<file path="src/inc/i2cack_map.vh">
/*
 Constants for the two-wire target acknowledge-timing block.
 Assumes inclusion by bare name from design files.
*/
`ifndef I2CACK_MAP_VH
`define I2CACK_MAP_VH
`define I2CACK_BITS_PER_BYTE 4'd8
`define I2CACK_TENBIT_HDR 5'h1e
`define I2CACK_ST_IDLE 3'd0
`define I2CACK_ST_RECV 3'd1
`define I2CACK_ST_ACKT 3'd2
`define I2CACK_ST_HOLD 3'd3
`define I2CACK_ST_ACKD 3'd4
`define I2CACK_ST_SKIP 3'd5
`endif

</file>
<file path="src/verilog/i2cack_fifo.v">
/*
 Synchronous FIFO with valid/ready on both sides.
 Assumes one clock and a synchronous active-low reset.
*/
`timescale 1ns/1ns
`default_nettype none
module i2cack_fifo #(
    parameter WIDTH = 8,
    parameter DEPTH = 16,
    parameter AW = 4
) (
    input wire mclk_i,
    input wire rst_n_i,
    input wire in_valid_i,
    output wire in_ready_o,
    input wire [WIDTH-1:0] in_data_i,
    output wire out_valid_o,
    input wire out_ready_i,
    output wire [WIDTH-1:0] out_data_o
);
    reg [WIDTH-1:0] mem [0:DEPTH-1];
    reg [AW:0] wr_reg;
    reg [AW:0] rd_reg;
    wire full = (wr_reg[AW] != rd_reg[AW]) && (wr_reg[AW-1:0] == rd_reg[AW-1:0]);
    wire empty = (wr_reg == rd_reg);
    assign in_ready_o = !full;
    assign out_valid_o = !empty;
    assign out_data_o = mem[rd_reg[AW-1:0]];
    always @(posedge mclk_i) begin
        if (in_valid_i && !full) begin
            mem[wr_reg[AW-1:0]] <= in_data_i;
        end
    end
    always @(posedge mclk_i) begin
        if (!rst_n_i) begin
            wr_reg <= {(AW+1){1'b0}};
            rd_reg <= {(AW+1){1'b0}};
        end else begin
            if (in_valid_i && !full) begin
                wr_reg <= wr_reg + 1'b1;
            end
            if (out_ready_i && !empty) begin
                rd_reg <= rd_reg + 1'b1;
            end
        end
    end
endmodule
`default_nettype wire

</file>
<file path="src/verilog/i2cack_target.v">
/*
 Two-wire bus target: byte reception, acknowledge-time flag, address hold
 stretching, software NACK, ten-bit addressing and a receive FIFO.
 Assumes bus pins are external and open-drain; outputs enable pulls low.
*/
`timescale 1ns/1ns
`default_nettype none
`include "i2cack_map.vh"
// Operation
// - Flag rises at eighth clock fall, drops at ninth clock rise.
// - With hold enabled, clock held low after eighth fall; flag stays set.
// - Hold disabled: no stretching, flag only during the short acknowledge gap.
// - Ten-bit: upper byte with bits nine and eight, then lower, then data.
// - Ten-bit mode flags acknowledge of lower address byte and each data byte.
// - With hold enabled software may NACK any byte until Stop.
// - Receive-buffer-full flag shows a received byte, including upper address.
module i2cack_target #(
    parameter [9:0] OWN_ADDR = 10'h05a,
    parameter FIFO_DEPTH = 16
) (
    input wire mclk_i,
    input wire rst_n_i,
    input wire scl_i,
    output wire scl_o,
    output wire scl_oe_o,
    input wire sda_i,
    output wire sda_o,
    output wire sda_oe_o,
    input wire address_hold_enable_i,
    input wire ten_bit_mode_i,
    input wire nack_select_i,
    input wire release_i,
    output reg ack_time_flag_o,
    output wire receive_buffer_full_o,
    output wire [7:0] rx_data_o,
    input wire rx_read_i,
    output wire overflow_o
);
    reg [1:0] scl_sync_reg;
    reg [1:0] sda_sync_reg;
    reg scl_d_reg;
    reg sda_d_reg;
    reg [2:0] state_reg;
    reg [3:0] bit_cnt_reg;
    reg [7:0] shift_reg;
    reg [1:0] phase_reg;
    reg nack_reg;
    reg stretch_reg;
    reg sda_low_reg;
    reg push_reg;
    reg [7:0] push_data_reg;
    reg ovf_reg;
    wire scl_s = scl_sync_reg[1];
    wire sda_s = sda_sync_reg[1];
    wire scl_rise = scl_s && !scl_d_reg;
    wire scl_fall = !scl_s && scl_d_reg;
    wire start_c = scl_s && scl_d_reg && sda_d_reg && !sda_s;
    wire stop_c = scl_s && scl_d_reg && !sda_d_reg && sda_s;
    wire fifo_ready;
    // phase: 0 first address byte, 1 lower ten-bit address, 2 data
    wire [7:0] byte_now = {shift_reg[6:0], sda_s};
    // Eighth falling edge closes the byte being shifted in
    wire byte_done = scl_fall && (bit_cnt_reg == `I2CACK_BITS_PER_BYTE);
    wire byte_ok = addr_ok_q(phase_reg, shift_reg);
    // flag suppressed on upper ten-bit byte
    wire flag_this = !(ten_bit_mode_i && phase_reg == 2'd0);
    always @(posedge mclk_i) begin
        if (!rst_n_i) begin
            scl_sync_reg <= 2'b11;
            sda_sync_reg <= 2'b11;
            scl_d_reg <= 1'b1;
            sda_d_reg <= 1'b1;
        end else begin
            scl_sync_reg <= {scl_sync_reg[0], scl_i};
            sda_sync_reg <= {sda_sync_reg[0], sda_i};
            scl_d_reg <= scl_s;
            sda_d_reg <= sda_s;
        end
    end
    always @(posedge mclk_i) begin
        if (!rst_n_i) begin
            state_reg <= `I2CACK_ST_IDLE;
            bit_cnt_reg <= 4'd0;
            shift_reg <= 8'h00;
            phase_reg <= 2'd0;
            nack_reg <= 1'b0;
            stretch_reg <= 1'b0;
            sda_low_reg <= 1'b0;
            ack_time_flag_o <= 1'b0;
            push_reg <= 1'b0;
            push_data_reg <= 8'h00;
            ovf_reg <= 1'b0;
        end else begin
            push_reg <= 1'b0;
            if (start_c) begin
                state_reg <= `I2CACK_ST_RECV;
                bit_cnt_reg <= 4'd0;
                phase_reg <= 2'd0;
                sda_low_reg <= 1'b0;
                stretch_reg <= 1'b0;
                ack_time_flag_o <= 1'b0;
            end else if (stop_c) begin
                state_reg <= `I2CACK_ST_IDLE;
                sda_low_reg <= 1'b0;
                stretch_reg <= 1'b0;
                ack_time_flag_o <= 1'b0;
            end else begin
                case (state_reg)
                    `I2CACK_ST_IDLE: begin
                        sda_low_reg <= 1'b0;
                    end
                    `I2CACK_ST_RECV: begin
                        if (scl_rise) begin
                            shift_reg <= byte_now;
                            bit_cnt_reg <= bit_cnt_reg + 4'd1;
                        end else if (byte_done) begin
                            bit_cnt_reg <= 4'd0;
                            if (!byte_ok) begin
                                state_reg <= `I2CACK_ST_SKIP;
                            end else begin
                                // every accepted byte goes to the buffer; when the buffer is full the byte is dropped and overflow is set
                                if (fifo_ready) begin
                                    push_reg <= 1'b1;
                                    push_data_reg <= shift_reg;
                                end else begin
                                    ovf_reg <= 1'b1;
                                end
                                ack_time_flag_o <= flag_this;
                                if (address_hold_enable_i) begin
                                    stretch_reg <= 1'b1;
                                    state_reg <= `I2CACK_ST_HOLD;
                                end else begin
                                    sda_low_reg <= fifo_ready;
                                    nack_reg <= !fifo_ready;
                                    state_reg <= `I2CACK_ST_ACKT;
                                end
                            end
                        end
                    end
                    `I2CACK_ST_HOLD: begin
                        if (release_i) begin
                            stretch_reg <= 1'b0;
                            sda_low_reg <= !nack_select_i;
                            nack_reg <= nack_select_i;
                            state_reg <= `I2CACK_ST_ACKT;
                        end
                    end
                    `I2CACK_ST_ACKT: begin
                        if (scl_rise) begin
                            ack_time_flag_o <= 1'b0;
                            state_reg <= `I2CACK_ST_ACKD;
                        end
                    end
                    `I2CACK_ST_ACKD: begin
                        if (scl_fall) begin
                            sda_low_reg <= 1'b0;
                            if (nack_reg) begin
                                state_reg <= `I2CACK_ST_SKIP;
                            end else begin
                                if (phase_reg == 2'd0) begin
                                    phase_reg <= ten_bit_mode_i ? 2'd1 : 2'd2;
                                end else begin
                                    phase_reg <= 2'd2;
                                end
                                state_reg <= `I2CACK_ST_RECV;
                            end
                        end
                    end
                    `I2CACK_ST_SKIP: begin
                        sda_low_reg <= 1'b0;
                    end
                    default: begin
                        state_reg <= `I2CACK_ST_IDLE;
                    end
                endcase
            end
        end
    end
    function addr_ok_q;
        input [1:0] ph;
        input [7:0] b;
        begin
            if (ph == 2'd0) begin
                addr_ok_q = ten_bit_mode_i ?
                    ((b[7:3] == `I2CACK_TENBIT_HDR) && (b[2:1] == OWN_ADDR[9:8]) && !b[0]) :
                    ((b[7:1] == OWN_ADDR[6:0]) && !b[0]);
            end else if (ph == 2'd1) begin
                addr_ok_q = (b == OWN_ADDR[7:0]);
            end else begin
                addr_ok_q = 1'b1;
            end
        end
    endfunction
    assign scl_o = 1'b0;
    assign scl_oe_o = stretch_reg;
    assign sda_o = 1'b0;
    assign sda_oe_o = sda_low_reg;
    assign overflow_o = ovf_reg;
    i2cack_fifo #(
        .WIDTH(8),
        .DEPTH(FIFO_DEPTH),
        .AW(4)
    ) u_fifo (
        .mclk_i(mclk_i),
        .rst_n_i(rst_n_i),
        .in_valid_i(push_reg),
        .in_ready_o(fifo_ready),
        .in_data_i(push_data_reg),
        .out_valid_o(receive_buffer_full_o),
        .out_ready_i(rx_read_i),
        .out_data_o(rx_data_o)
    );
endmodule
`default_nettype wire

</file>
<file path="config.mk">
export PLATFORM = sky130hd
export DESIGN_NAME = i2cack_target
export DESIGN_NICKNAME = d
export VERILOG_FILES = /design/src/verilog/i2cack_fifo.v /design/src/verilog/i2cack_target.v
export VERILOG_INCLUDE_DIRS = /design/src /design/src/inc
export SDC_FILE = /design/constraint.sdc
export NUM_CORES = 1
export LEC_CHECK = 0
export BUFFER_PORTS_ARGS = -buffer_cell sky130_fd_sc_hd__buf_2
export CORE_ASPECT_RATIO = 2
export CORE_MARGIN = 10
export CORE_UTILIZATION = 55
export CTS_BUF_LIST = sky130_fd_sc_hd__clkbuf_4
export CTS_CLUSTER_SIZE = 10
export DETAILED_ROUTE_END_ITERATION = 7
export GPL_TIMING_DRIVEN = 0
export PLACE_DENSITY = 0.77
export RECOVER_POWER = 100
export SYNTH_ARGS = -nofsm -noshare
export SYNTH_HDL_FRONTEND = slang
export SYNTH_SLANG_ARGS = --single-unit
</file>
<file path="constraint.sdc">
create_clock -name mclk_i -period 2.9 [get_ports mclk_i]
set_clock_uncertainty 0.15 [all_clocks]
set_input_delay 0.145 -clock mclk_i [delete_from_list [all_inputs] [get_ports mclk_i]]
set_output_delay 0.145 -clock mclk_i [all_outputs]
set_load 0.005 [all_outputs]
</file>
==> flow_metrics.env <==
export IMPL_outcome="completed"
export IMPL_path_buf_inv=2
export IMPL_core_um2=13360
export IMPL_synth_xor_area_share_pct=2.009
export IMPL_final_common_cell="edfxtp_1"
export IMPL_slew_headroom_pct=25.07
export IMPL_grt_overflow=0
export IMPL_drc=0
export IMPL_viasPerCell=6.109
export IMPL_end_kind="output port"
export IMPL_place_hpwl_um=11380
export IMPL_grtUsageTotal_pct=17.58
export IMPL_antenna_found_initial=1
export IMPL_htreeDepth=4
export IMPL_nNetsFinal=562
export IMPL_wirelength_um=15570
export IMPL_fmax_mhz=363.3
export IMPL_synth_enable_flop_cells=128
export IMPL_r2r_start="scl_sync_reg[1]"
export IMPL_die_h_um=184.1
export IMPL_crit_family="multiplexers"
export IMPL_path_common_cell="mux4_2"
export IMPL_synth_adder_area_share_pct=1.182
export IMPL_ys_warn_count=0
export IMPL_syn_inst=493
export IMPL_worstPathCellList="clkbuf_2, mux4_2, mux4_2, clkbuf_1"
export IMPL_rows=60
export IMPL_drtPass1Iterations=4
export IMPL_numCtsBuffers=17
export IMPL_cts_buffer_depth=2
export IMPL_wl_per_cell_um=21.78
export IMPL_cts_tree="done"
export IMPL_synth_cell_type_count=57
export IMPL_critPathKind="reg -> out"
export IMPL_layout_drive_gt1_share_pct=18.78
export IMPL_hp_start="release_i"
export IMPL_mostFrequentLayoutCells="128 x edfxtp_1, 50 x dfxtp_1, 40 x mux4_2"
export IMPL_multi_input_area_um2=2421
export IMPL_ir_drop_mv=0.3641
export IMPL_start_util_pct=55.45
export IMPL_rsz0062_at_grt="no"
export IMPL_use_met2_pct=33.28
export IMPL_power_density_nw_per_um2=518.8
export IMPL_ant_nets=0
export IMPL_synth_compound_area_share_pct=6.231
export IMPL_syn2layout_area_growth_pct=10.32
export IMPL_die_x_um=102.1
export IMPL_hold_viol_final=0
export IMPL_clock_sinks=179
export IMPL_synth_top_family_by_area="multiplexers"
export IMPL_drv_cap=0
export IMPL_min_period_ns=2.753
export IMPL_io_buffers=21
export IMPL_synth_flop_cell="edfxtp_1"
export IMPL_worstHoldPathType="in -> reg"
export IMPL_yosysSeqAreaShare_pct=65.65
export IMPL_setup_tns_ns=0
export IMPL_crit_path_top_delay_cell="dfxtp_1"
export IMPL_dr_first_iter_drc_count=269
export IMPL_ys_ff_latch=179
export IMPL_grt_max_degree=21
export IMPL_fillers=1017
export IMPL_grt_busiest_layer="met2"
export IMPL_cts_root_buffer="clkbuf_4"
export IMPL_synth_avg_cell_area_um2=15.03
export IMPL_seq_area_um2=4866
export IMPL_worst_pin_slew_ns=1.114
export IMPL_async_reset_ff_share_pct=0
export IMPL_pin_count=24
export IMPL_cp_required_ns=2.61
export IMPL_insertion_delay_ns=0.55
export IMPL_synth_simple_area_share_pct=10.45
export IMPL_setup_viol=0
export IMPL_crit_arrival_ns=2.46
export IMPL_cp_start_kind="register"
export IMPL_place_inst=670
export IMPL_stdcell_count=715
export IMPL_path_clk_slew_ns=0.15
export IMPL_post_route_period_util_pct=94.92
export IMPL_grt_use_met1_pct=16.91
export IMPL_path_max_fanout=10
export IMPL_grt_first_pass_wirelength_um=24810
export IMPL_largest_reg_flops=128
export IMPL_grt_pass1_vias=4641
export IMPL_routabilityCongestion=0.9486
export IMPL_synthMuxAreaShare_pct=12.56
export IMPL_synthesis_area_um2=7410
export IMPL_finalMaxSlewViolations=0
export IMPL_p_leak_nw=2.223
export IMPL_max_stage_delay_ns=0.50
export IMPL_num_vias=4368
export IMPL_dieArea_um2=18800
export IMPL_use_met3_pct=3.563
[per-stage QoR]
stage               worst slack [ns]  hold slack [ns]  utilization [%]  instance area (um^2)  power (mW)
finish                        0.1472          0.05772            61.17                  8174       4.241
global route                0.003572          0.05437            61.17                  8174       4.378
CTS                          0.01534         0.002735            61.16                  8173       4.272
detailed placement           0.02960           0.1826            57.72                  7712       2.832
global placement              0.1827           0.1797            57.72                  7712       2.831
floorplan                     0.7833          0.09647                -                  7413       2.808
[final timing paths]
path | slack (ns) | endpoint | cells past startpoint
max | 0.15 | rx_data_o[2] | 4
min | 0.06 | sda_oe_o | 6
max reg2reg | 0.15 | scl_oe_o | 7
min reg2reg | 0.29 | scl_sync_reg[1] | 1
[report_power, final]
part	total, mW	switching [mW]	internal, mW
registers	2.71	0.00466	2.71
clock network	1.45	0.961	0.494
logic	0.0742	0.0437	0.0305
[final cells by class]
cell class	instances	area share, %
diodes	1	0.03061
plain buffers	23	1.408
clock buffers	17	1.561
clock inverters	15	2.449
inverters	9	0.4133
multi-input cells	282	29.62
flip-flops and latches	179	59.53
well taps	155	2.373
repair buffers	34	2.617
[worst register-to-register path, cell delays in order, from the launching register on]
cell and delay, ns:
dfxtp_1 0.33, clkbuf_1 0.23, and4bb_1 0.44, nand3_1 0.26, a31oi_4 0.39, o21ai_2 0.11
a221oi_2 0.22, dlygate4sd3_1 0.58
[cells by family after synthesis]
group	Yosys count
other	1
adders and majority gates	7
buffers and inverters	33
and+or+nand+nor	141
xor gates and xnor gates	17
DFF	179
muxes	43
AOI/OAI and AO/OA	72
[layer usage]
| layer | vias up | part of all wire, % |
|---|---|---|
| met3 | 38 | 3.2 |
| li1 | 2020 | - |
| met2 | 106 | 58 |
| met4 | 0 | 4.4 |
| met1 | 2204 | 35 |
| met5 | - | 0 |
[repair_timing]
action,CTS,global route
hold endpoints to repair,31,0
hold buffers,12,0
endpoints found under the setup margin,8,13
gates resized for setup,8,2
buffers inserted,0,0
[synth_stat cells (all sizes together), types with 2 or more instances]
cell	count	area, um^2
nor3	9	56.31
or4	3	26.27
o211ai	3	22.52
nand2b	14	87.58
inv	9	33.78
and3b	2	17.52
nor2	37	138.9
a21oi	30	153.9
buf	9	47.54
nand3	28	140.1
mux2i	3	30.03
nor3b	5	42.54
nand2	21	78.83
clkbuf	15	56.30
o21ai	19	98.84
xnor2	13	113.9
a31oi	7	58.81
mux4	40	900.9
edfxtp	128	3844
a311oi	2	17.52
ha	7	87.58
xor2	4	35.03
dfxtp	51	1021
or3	2	12.51
nor2b	5	31.28
nand4	5	31.28
nand4bb	2	38.79
(Power assumes the default switching activity.)
